==> src/hw/lcd_cmd_pkg.sv <==
// Constants and types for the indirect command decoder
// Overview of operation
// - Initialisation command byte leaves power save.
// - Eight initialisation parameters follow; after the eighth, normal operation.
// - First init parameter bit 5 goes to config zero bit 5.
// - First init parameter bit 3 is panel drive select; one is dual.
// - First init parameter bit 2 goes to config zero bit 2.
// - First init parameter bit 0 stored; bits 7, 6, 4, 1 forced zero.
// - Second init parameter keeps bit 7 and bits 3-0; bits 6-4 zero.
// - Standby command has no parameters and enters power save.
// - Display enable takes one parameter into display attribute register.
// - Display disable likewise takes one parameter into same register.
// - Scroll parameters fill consecutive registers from 0Bh in order.
// - Cursor shape takes two parameters; low nibbles give sizes.
// - Second cursor shape parameter bit 7 is cursor mode; bits 6-4 zero.
// - Cursor direction has no parameters; command bits 1-0 go to 17h.
// - Overlay parameter bit 4 is three-layer select; bits 7-5 zero.
// - Overlay parameter bits 3-2 are block display modes.
// - Overlay parameter bits 1-0 are layer composition method.
// - Initialisation code 40h; parameters stored at indices 00h to 07h.
// - Display enable code 59h, disable code 58h, one parameter each.
// - Scroll code 44h, up to ten parameters.
// - Overlay code 5Bh, one parameter.
package lcd_cmd_pkg;

  localparam int unsigned REG_COUNT = 25;
  localparam int unsigned IDX_W     = 5;

  // Command codes
  localparam logic [7:0] CMD_INIT     = 8'h40;
  localparam logic [7:0] CMD_STANDBY  = 8'h53;
  localparam logic [7:0] CMD_DISPLAY_DISABLE_COMMAND = 8'h58;
  localparam logic [7:0] CMD_DISPLAY_ENABLE_COMMAND  = 8'h59;
  localparam logic [7:0] CMD_SCROLL   = 8'h44;
  localparam logic [7:0] CMD_CSR_SHP  = 8'h5D;
  localparam logic [7:0] CMD_OVERLAY  = 8'h5B;
  localparam logic [7:0] CMD_CSR_DIR  = 8'h4C;
  localparam logic [7:0] CSR_DIR_MASK = 8'hFC;

  // Register indices (byte address is four times the index)
  localparam logic [IDX_W-1:0] IDX_CFG0    = 5'h00;
  localparam logic [IDX_W-1:0] IDX_CFG1    = 5'h01;
  localparam logic [IDX_W-1:0] IDX_DISP    = 5'h0A;
  localparam logic [IDX_W-1:0] IDX_SCROLL  = 5'h0B;
  localparam logic [IDX_W-1:0] IDX_CSR_X   = 5'h15;
  localparam logic [IDX_W-1:0] IDX_CSR_Y   = 5'h16;
  localparam logic [IDX_W-1:0] IDX_CSR_DIR = 5'h17;
  localparam logic [IDX_W-1:0] IDX_OVERLAY = 5'h18;

  // Parameter counts
  localparam logic [3:0] NP_INIT    = 4'h8;
  localparam logic [3:0] NP_DISP    = 4'h1;
  localparam logic [3:0] NP_SCROLL  = 4'hA;
  localparam logic [3:0] NP_CSR_SHP = 4'h2;
  localparam logic [3:0] NP_OVERLAY = 4'h1;

  // Write masks; cleared bits are stored as zero
  localparam logic [7:0] MASK_CFG0    = 8'h2D;
  localparam logic [7:0] MASK_CFG1    = 8'h8F;
  localparam logic [7:0] MASK_CSR_X   = 8'h0F;
  localparam logic [7:0] MASK_CSR_Y   = 8'h8F;
  localparam logic [7:0] MASK_CSR_DIR = 8'h03;
  localparam logic [7:0] MASK_OVERLAY = 8'h1F;
  localparam logic [7:0] MASK_FULL    = 8'hFF;

  // Own control and status registers
  localparam logic [IDX_W-1:0] IDX_CMD    = 5'h1C;
  localparam logic [IDX_W-1:0] IDX_PARAM  = 5'h1D;
  localparam logic [IDX_W-1:0] IDX_STATUS = 5'h1E;

  // Status bits
  localparam int unsigned ST_PSAVE  = 0;
  localparam int unsigned ST_NORMAL = 1;

  // Bus address layout
  localparam int unsigned ADDR_W = 7;

  typedef enum logic [2:0] {
    OP_NONE,
    OP_INIT,
    OP_DISP,
    OP_SCROLL,
    OP_CSR_SHP,
    OP_OVERLAY
  } op_e;

  typedef struct packed {
    logic                  write;
    logic [IDX_W-1:0]      index;
    logic [7:0]            data;
  } reg_wr_s;

  typedef struct packed {
    logic                  read;
    logic                  write;
    logic [ADDR_W-1:0]     address;
    logic [31:0]           writedata;
  } avalon_req_s;

endpackage

==> src/hw/lcd_cfg_mem.sv <==
// Configuration register storage with registered read data
`timescale 1ns/1ns
`default_nettype none

module lcd_cfg_mem
(
  input  wire logic                          clock_in,
  input  wire logic                          rst_b_in,
  input  wire lcd_cmd_pkg::reg_wr_s          wr_in,
  input  wire logic [lcd_cmd_pkg::IDX_W-1:0] rd_index_in,
  output logic [7:0]                         rd_data_out,
  output logic [7:0]                         cfg0_out
);

  logic [7:0] mem [lcd_cmd_pkg::REG_COUNT];

  always_ff @(posedge clock_in or negedge rst_b_in)
  begin
    if (!rst_b_in)
    begin
      for (int i = 0; i < lcd_cmd_pkg::REG_COUNT; i++)
        mem[i] <= 8'h00;
      rd_data_out <= 8'h00;
      cfg0_out    <= 8'h00;
    end
    else
    begin
      if (wr_in.write && (wr_in.index < lcd_cmd_pkg::REG_COUNT))
        mem[wr_in.index] <= wr_in.data;
      if (wr_in.write && (wr_in.index == lcd_cmd_pkg::IDX_CFG0))
        cfg0_out <= wr_in.data;
      if (rd_index_in < lcd_cmd_pkg::REG_COUNT)
        rd_data_out <= mem[rd_index_in];
      else
        rd_data_out <= 8'h00;
    end
  end

endmodule

`default_nettype wire

==> src/hw/lcd_cmd_decoder.sv <==
// Indirect command decoder with Avalon-MM register access
//
// Design decisions made here: the Avalon-MM slave port and the register offsets.
`timescale 1ns/1ns
`default_nettype none

module lcd_ctrl_indirect_cmd_decoder
(
  input  wire logic        clock_in,
  input  wire logic        rst_b_in,
  input  wire logic [6:0]  avs_address_in,
  input  wire logic        avs_read_in,
  input  wire logic        avs_write_in,
  input  wire logic [31:0] avs_writedata_in,
  output logic [31:0]      avs_readdata_out,
  output logic             avs_waitrequest_out,
  output logic             power_save_out,
  output logic             normal_mode_out,
  output logic             dual_panel_out
);

  typedef enum logic [1:0] {
    BUS_IDLE,
    BUS_MEM,
    BUS_DONE
  } bus_e;

  typedef struct packed {
    bus_e                          bus;
    lcd_cmd_pkg::op_e              op;
    logic [3:0]                    count;
    logic                          psave;
    logic                          normal;
    logic [31:0]                   rdata;
    logic                          wait_n;
  } state_s;

  state_s               st;
  state_s               next_st;
  lcd_cmd_pkg::reg_wr_s next_wr;
  lcd_cmd_pkg::reg_wr_s wr;
  logic [7:0]           mem_rdata;
  logic [7:0]           cfg0;
  logic [lcd_cmd_pkg::IDX_W-1:0] rd_index;
  logic [lcd_cmd_pkg::IDX_W-1:0] req_index;
  logic [7:0]           byte_in;

  // Parameter count for an operation
  function automatic logic [3:0] param_limit(input lcd_cmd_pkg::op_e op);
    case (op)
      lcd_cmd_pkg::OP_INIT:    param_limit = lcd_cmd_pkg::NP_INIT;
      lcd_cmd_pkg::OP_DISP:    param_limit = lcd_cmd_pkg::NP_DISP;
      lcd_cmd_pkg::OP_SCROLL:  param_limit = lcd_cmd_pkg::NP_SCROLL;
      lcd_cmd_pkg::OP_CSR_SHP: param_limit = lcd_cmd_pkg::NP_CSR_SHP;
      lcd_cmd_pkg::OP_OVERLAY: param_limit = lcd_cmd_pkg::NP_OVERLAY;
      default:                 param_limit = 4'h0;
    endcase
  endfunction

  // First register of an operation's sequence
  function automatic logic [lcd_cmd_pkg::IDX_W-1:0] base_index(
    input lcd_cmd_pkg::op_e op);
    case (op)
      lcd_cmd_pkg::OP_INIT:    base_index = lcd_cmd_pkg::IDX_CFG0;
      lcd_cmd_pkg::OP_DISP:    base_index = lcd_cmd_pkg::IDX_DISP;
      lcd_cmd_pkg::OP_SCROLL:  base_index = lcd_cmd_pkg::IDX_SCROLL;
      lcd_cmd_pkg::OP_CSR_SHP: base_index = lcd_cmd_pkg::IDX_CSR_X;
      lcd_cmd_pkg::OP_OVERLAY: base_index = lcd_cmd_pkg::IDX_OVERLAY;
      default:                 base_index = lcd_cmd_pkg::IDX_CFG0;
    endcase
  endfunction

  // Bits kept when a byte lands in a register
  function automatic logic [7:0] field_mask(
    input logic [lcd_cmd_pkg::IDX_W-1:0] idx);
    if (idx == lcd_cmd_pkg::IDX_CFG0)
      field_mask = lcd_cmd_pkg::MASK_CFG0;
    else if (idx == lcd_cmd_pkg::IDX_CFG1)
      field_mask = lcd_cmd_pkg::MASK_CFG1;
    else if (idx == lcd_cmd_pkg::IDX_CSR_X)
      field_mask = lcd_cmd_pkg::MASK_CSR_X;
    else if (idx == lcd_cmd_pkg::IDX_CSR_Y)
      field_mask = lcd_cmd_pkg::MASK_CSR_Y;
    else if (idx == lcd_cmd_pkg::IDX_OVERLAY)
      field_mask = lcd_cmd_pkg::MASK_OVERLAY;
    else
      field_mask = lcd_cmd_pkg::MASK_FULL;
  endfunction

  assign req_index = avs_address_in[lcd_cmd_pkg::IDX_W+1:2];
  assign byte_in   = avs_writedata_in[7:0];
  assign rd_index  = req_index;

  lcd_cfg_mem u_mem
  (
    .clock_in    (clock_in),
    .rst_b_in    (rst_b_in),
    .wr_in       (wr),
    .rd_index_in (rd_index),
    .rd_data_out (mem_rdata),
    .cfg0_out    (cfg0)
  );

  always_comb
  begin
    next_st       = st;
    next_wr       = '0;
    next_st.wait_n = 1'b0;
    case (st.bus)
      BUS_IDLE:
      begin
        if (avs_write_in)
        begin
          next_st.bus    = BUS_DONE;
          next_st.wait_n = 1'b1;
          if (req_index == lcd_cmd_pkg::IDX_CMD)
          begin
            next_st.count = 4'h0;
            next_st.op    = lcd_cmd_pkg::OP_NONE;
            if (byte_in == lcd_cmd_pkg::CMD_INIT)
            begin
              next_st.op    = lcd_cmd_pkg::OP_INIT;
              next_st.psave = 1'b0;
            end
            else if (byte_in == lcd_cmd_pkg::CMD_STANDBY)
            begin
              next_st.psave  = 1'b1;
              next_st.normal = 1'b0;
            end
            else if (byte_in == lcd_cmd_pkg::CMD_DISPLAY_ENABLE_COMMAND ||
                     byte_in == lcd_cmd_pkg::CMD_DISPLAY_DISABLE_COMMAND)
              next_st.op = lcd_cmd_pkg::OP_DISP;
            else if (byte_in == lcd_cmd_pkg::CMD_SCROLL)
              next_st.op = lcd_cmd_pkg::OP_SCROLL;
            else if (byte_in == lcd_cmd_pkg::CMD_CSR_SHP)
              next_st.op = lcd_cmd_pkg::OP_CSR_SHP;
            else if (byte_in == lcd_cmd_pkg::CMD_OVERLAY)
              next_st.op = lcd_cmd_pkg::OP_OVERLAY;
            else if ((byte_in & lcd_cmd_pkg::CSR_DIR_MASK) ==
                     lcd_cmd_pkg::CMD_CSR_DIR)
            begin
              next_wr.write = 1'b1;
              next_wr.index = lcd_cmd_pkg::IDX_CSR_DIR;
              next_wr.data  = byte_in & lcd_cmd_pkg::MASK_CSR_DIR;
            end
          end
          else if (req_index == lcd_cmd_pkg::IDX_PARAM)
          begin
            if (st.op != lcd_cmd_pkg::OP_NONE &&
                st.count < param_limit(st.op))
            begin
              next_wr.write = 1'b1;
              next_wr.index = base_index(st.op) +
                              lcd_cmd_pkg::IDX_W'(st.count);
              next_wr.data  = byte_in & field_mask(next_wr.index);
              next_st.count = st.count + 4'h1;
              if (st.op == lcd_cmd_pkg::OP_INIT &&
                  st.count == lcd_cmd_pkg::NP_INIT - 4'h1)
                next_st.normal = 1'b1;
            end
          end
        end
        else if (avs_read_in)
        begin
          if (req_index < lcd_cmd_pkg::REG_COUNT)
            next_st.bus = BUS_MEM;
          else
          begin
            next_st.bus    = BUS_DONE;
            next_st.wait_n = 1'b1;
            next_st.rdata  = '0;
            if (req_index == lcd_cmd_pkg::IDX_STATUS)
            begin
              next_st.rdata[lcd_cmd_pkg::ST_PSAVE]  = st.psave;
              next_st.rdata[lcd_cmd_pkg::ST_NORMAL] = st.normal;
            end
          end
        end
      end
      BUS_MEM:
      begin
        next_st.bus    = BUS_DONE;
        next_st.wait_n = 1'b1;
        next_st.rdata  = {24'h00_0000, mem_rdata};
      end
      default:
        next_st.bus = BUS_IDLE;
    endcase
  end

  always_ff @(posedge clock_in or negedge rst_b_in)
  begin
    if (!rst_b_in)
    begin
      st       <= '0;
      st.psave <= 1'b1;
      wr       <= '0;
    end
    else
    begin
      st <= next_st;
      wr <= next_wr;
    end
  end

  always_ff @(posedge clock_in or negedge rst_b_in)
  begin
    if (!rst_b_in)
    begin
      avs_readdata_out    <= 32'h0000_0000;
      avs_waitrequest_out <= 1'b1;
      power_save_out      <= 1'b1;
      normal_mode_out     <= 1'b0;
      dual_panel_out      <= 1'b0;
    end
    else
    begin
      avs_readdata_out    <= next_st.rdata;
      avs_waitrequest_out <= ~next_st.wait_n;
      power_save_out      <= next_st.psave;
      normal_mode_out     <= next_st.normal;
      dual_panel_out      <= cfg0[3];
    end
  end

endmodule

`default_nettype wire

==> config.mk <==
export PLATFORM = sky130hd
export DESIGN_NAME = lcd_ctrl_indirect_cmd_decoder
export DESIGN_NICKNAME = d
export VERILOG_FILES = /design/src/hw/lcd_cmd_pkg.sv /design/src/hw/lcd_cfg_mem.sv /design/src/hw/lcd_cmd_decoder.sv
export SDC_FILE = /design/constraint.sdc
export NUM_CORES = 1
export LEC_CHECK = 0
export BUFFER_PORTS_ARGS = -buffer_cell sky130_fd_sc_hd__buf_2
export CAP_MARGIN = 30
export CORE_MARGIN = 5
export CORE_UTILIZATION = 55
export CTS_CLUSTER_SIZE = 16
export DETAILED_ROUTE_END_ITERATION = 10
export GPL_TIMING_DRIVEN = 0
export PLACE_DENSITY = 0.73
export SYNTH_ARGS = -nofsm -noshare
export SYNTH_HDL_FRONTEND = slang
export SYNTH_SLANG_ARGS = --single-unit
==> constraint.sdc <==
create_clock -name clock_in -period 8.15 [get_ports clock_in]
set_input_delay 0.815 -clock clock_in [delete_from_list [all_inputs] [get_ports clock_in]]
set_output_delay 0.815 -clock clock_in [all_outputs]
set_load 0.005 [all_outputs]
* Yosys cells after proc, flatten, opt, wreduce, memory -nomap -nowiden
Index checks and enable logic that the tools add are counted. W data, S select, Z words.
Cells by class: add/subtract/negate cells 2, order comparisons 6, equal/unequal tests 28, multiplexer cells 66, bitwise gates (word level) 4, reductions and logical operators 21
Operator list (number):
- $bwmux W200 | 1
- $mux W14 | 12
- $mux W8 | 14
- $mux W33 | 2
- $pmux W33 S2 | 1
- $eq A8 B7 Y1 const B | 7
- $bmux W8 S5 | 1
- $demux W8 S5 | 1
- $mux W32 | 1
- $eq A5 B5 Y1 const B | 6
- $mux W4 | 7
- $mux W5 | 5
- $pmux W5 S4 | 1
- $mux W3 | 6
- $pmux W4 S4 | 1
- $ge A6 B6 Y1 const B | 2
- $not A5 Y6 | 2
- $reduce_and A4 Y1 | 3
- $logic_not A5 Y1 | 2
- $lt A5 B5 Y1 const B | 2
- $mux W2 | 5
- $reduce_bool A2 Y1 | 5
- $and A8 B8 Y8 | 1
- $ne A2 B2 Y1 const B | 4
- other kinds (23) | 35
Storage, ports and cells: bits in registers 271, word-level logic and storage cells 165

* Longest topological paths before layout
word-level depth 32, depth in mapped cells 11

* By module
Synthesis repeated with hierarchy kept, for this count alone.
Second synthesis, totals: cell total of the unflattened synthesis 865, area, all modules 12067.8 um^2
By module, submodules not included:
- lcd_cfg_mem | instances 1, cells each 631, area an instance 9859.5 um^2
- lcd_ctrl_indirect_cmd_decoder | instances 1, cells each 234, area an instance 2208.4 um^2

* Worst setup path before layout
OpenSTA, ideal clock, no wires.
kind register to register, start point register st[40] (netlist name), end point register wr[1] (netlist name), setup time 137 ps, arrival 2637 ps, path slack 5377 ps, cell stages (with the launch flop) 11, period minus slack after synthesis 2773 ps, cells stage by stage dfrtp_1 clkbuf_1 inv_1 ha_1 nor2_1 ha_1 fa_1 xnor2_1 nor3b_2 nor3b_1 a211oi_1
RTL lines:
- start: declaration | RTL line lcd_cmd_decoder.sv:38 | state_s st;
- start signal: assignment | RTL line lcd_cmd_decoder.sv:201 | st <= next_st;
- end signal: assignment | RTL line lcd_cmd_decoder.sv:202 | wr <= next_wr;
- end: declaration | RTL line lcd_cmd_decoder.sv:41 | lcd_cmd_pkg::reg_wr_s wr;

==> results.ini <==
[clock_tree]
numCtsBuffers=27
cts.htree.levels=1
cts_setup_buffers=0
clk_latency_ns=0.54
cts_resized=0
cts_hold_buf=0
clockBufferDepth=3
cts.sinks=244
tritoncts=built
clk_pin_slew_ns=0.06
cts_root_buf=clkbuf_16

[status]
status=finished, final reports clean

[sta]
final-hold-violation-count=0
worst_slew_pin_slew_ns=0.991
finalCritPeriodShare_pct=40.7
min_period_ns=3.31
slew_headroom_pct=33.7
setup_viol=0
report.final.slew_viol_count=0
grt_setup_unrepaired=no
setup_tns_ns=0
fmax_mhz=302
finalClockSkew_ns=0.00924

[synth]
yosys-top-cells-area=dfrtp_1, mux2_2, mux4_2, buf_4, nand2_1
async_flop_share_pct=100
synth-main-ff-cell=dfrtp_1
netlist_instances=887
yosys.cell_count.top_type=dfrtp_1
avgSynthCellArea_um2=13.3
synth-edff-count=0
synth_area_leader_cell=dfrtp_1
ys_types=71
synth_common_cells=dfrtp_1, mux2_2, nand2_1
synth_area_um2=11800
yosysWarnings=0
ys_seq_area_share_pct=51.7
ys_ff_latch=244
yosysTopAreaCellShare_pct=51.2

[placed_design]
place.port_buffers=27
gp_congestion=0.854
hpwl_mm=20.0

[floorplan]
rows=53
ios=79
dieArea_um2=24500
die_h_um=157
coreArea_um2=21100
initial_core_util_pct=56.1
die_w_um=157

[worst_setup_path]
worstSetupPathType=reg2reg
cp_max_fo=8
crit_arrival_ns=3.70
slowest_delay_ns=0.54
slowest_stage=nor4b_2
end_kind=register
required_ns=8.54
start_kind=register
worstPathCellList=clkbuf_1 > inv_1 > ha_1 > nor2_1 > ha_1 > fa_1 > xnor2_1 > nor2_1 > o21ai_0 > nor4b_2 > nor4b_2

[detailed_routing]
drt.antenna.violating_nets=0
drc_errors=0
dr.pass1.iters=6
routed_wl_mm=29.2
drtIter0Drc=481
via_per_inst=6.01
num_vias=7587
wl_per_cell_um=23.1

[global_route]
grt_pass1_wl_mm=46.3
grt_max_degree=105
grt_remaining_overflow=0
grtUsageTotal_pct=24.6
grt_pass1_vias=7966
antenna_found_initial=0

[layout]
fin_util_pct=63.5
area_growth_pct=13.2
nNetsFinal=1022
antenna_cells=0
drive_gt1_share_pct=39.3

[worst_hold_path]
min_path_type=in2async

[pwr]
p_leak_nw=6.51
powerDensity_nw_per_um2=207
vdd_ir_drop_max_v=0.000195
p_total_mw=2.77

[flow_run]
drv_cap=0

[final timing paths]
path / depth (start not counted) / to / slack [ns] / start
max: 11 / wr[4]$_DFF_PN0_ / 4.84 / st[40]$_DFFE_PN0P_
min: 1 / u_mem.mem[13]$_DFFE_PN0P_ / 0.20 / rst_b_in
max reg2reg: 11 / wr[4]$_DFF_PN0_ / 4.84 / st[40]$_DFFE_PN0P_
min reg2reg: 0 / dual_panel_out$_DFF_PN0_ / 0.38 / u_mem.cfg0_out[3]$_DFFE_PN0P_
max in group asynchronous: 3 / u_mem.mem[171]$_DFFE_PN0P_ / 6.70 / rst_b_in
min in group clock_in: 0 / dual_panel_out$_DFF_PN0_ / 0.38 / u_mem.cfg0_out[3]$_DFFE_PN0P_
[layout make-up]
class                   instances  area (um^2)
plain buffers                  84          465
clock buffers                  43          826
flip-flops and latches        244         6110
fillers                      1631         7700
clock inverters                 5         96.3
inverters                      13         48.8
multi-input cells             569         5290
repair buffers                 30          208
well taps                     275          344
[report_power, final]
part	leakage (nW)	internal [mW]	total [mW]	switching (mW)
registers	3.37	1.23	1.24	0.0137
logic	2.70	0.109	0.281	0.172
clock network	0.448	0.758	1.25	0.490
total	6.51	2.09	2.77	0.676
[sequential cells by signal, indices dropped and copies added (netlist names), 8 cells and up]
| name | flops |
|---|---|
| u_mem.mem | 200 |
| st | 9 |
| u_mem.rd_data_out | 8 |
| wr | 14 |
| avs_readdata_out | 8 |
[logic make-up (layout without fill, tap and decap cells)]
group / count (synthesis) / after routing / synth area share [%]
multiplexers: 270 / 270 / 28.6
buffers and inverters: 97 / 175 / 4.35
XOR/XNOR: 6 / 6 / 0.667
other: 1 / 24 / 0.0317
AO/OA/AOI/OAI: 92 / 92 / 5.81
flip-flops: 244 / 244 / 51.7
AND/OR/NAND/NOR: 167 / 167 / 7.80
adder cells (fa/ha/maj): 10 / 10 / 1.12
[worst max-delay path, delay by kind of cell (launching register included)]
family	cells	cell delay (ns)
DFF	1	0.35
adders and majority gates	3	0.99
AOI/OAI and AO/OA	1	0.15
xor gates and xnor gates	1	0.45
buffers and inverters	2	0.38
and+or+nand+nor	4	0.84
[through the flow]
stage / setup WS [ns] / area [um^2] / hold WS [ns] / cells
6_report: 4.84 / 13400 / 0.204 / 1263
4_1_cts: 4.87 / 13400 / 0.221 / 1262
3_3_place_gp: 1.91 / 12400 / 0.366 / 1212
3_5_place_dp: 4.92 / 12500 / 0.366 / 1214
5_1_grt: 4.63 / 13400 / 0.245 / 1263
2_1_floorplan: 5.38 / 11900 / 0.349 / 910
[cells in the final DEF (no fill, tap or decap), types with 7 or more instances in the layout]
| master | count |
|---|---|
| a211oi_1 | 13 |
| a21oi_1 | 14 |
| a22o_1 | 8 |
| buf_1 | 7 |
| buf_2 | 42 |
| buf_4 | 35 |
| clkbuf_1 | 32 |
| clkbuf_16 | 27 |
| clkbuf_8 | 9 |
| conb_1 | 24 |
| dfrtp_1 | 242 |
| ha_1 | 9 |
| inv_1 | 13 |
| mux2_2 | 213 |
| mux2i_1 | 19 |
| mux4_2 | 32 |
| nand2_1 | 62 |
| nand2b_1 | 8 |
| nand3_1 | 11 |
| nor2_1 | 24 |
| nor2b_1 | 19 |
| o21ai_0 | 12 |
| o22ai_1 | 9 |
[layer usage]
metal / part of all wire, % / vias up / GRT usage, %
met4: 2.7 / 0 / 6.86
li1: - / 3343 / -
met3: 6.0 / 68 / 4.65
met5: 0 / - / 0
met2: 48 / 261 / 40.0
met1: 43 / 3915 / 34.1
Power figures use the tool's default switching activity.
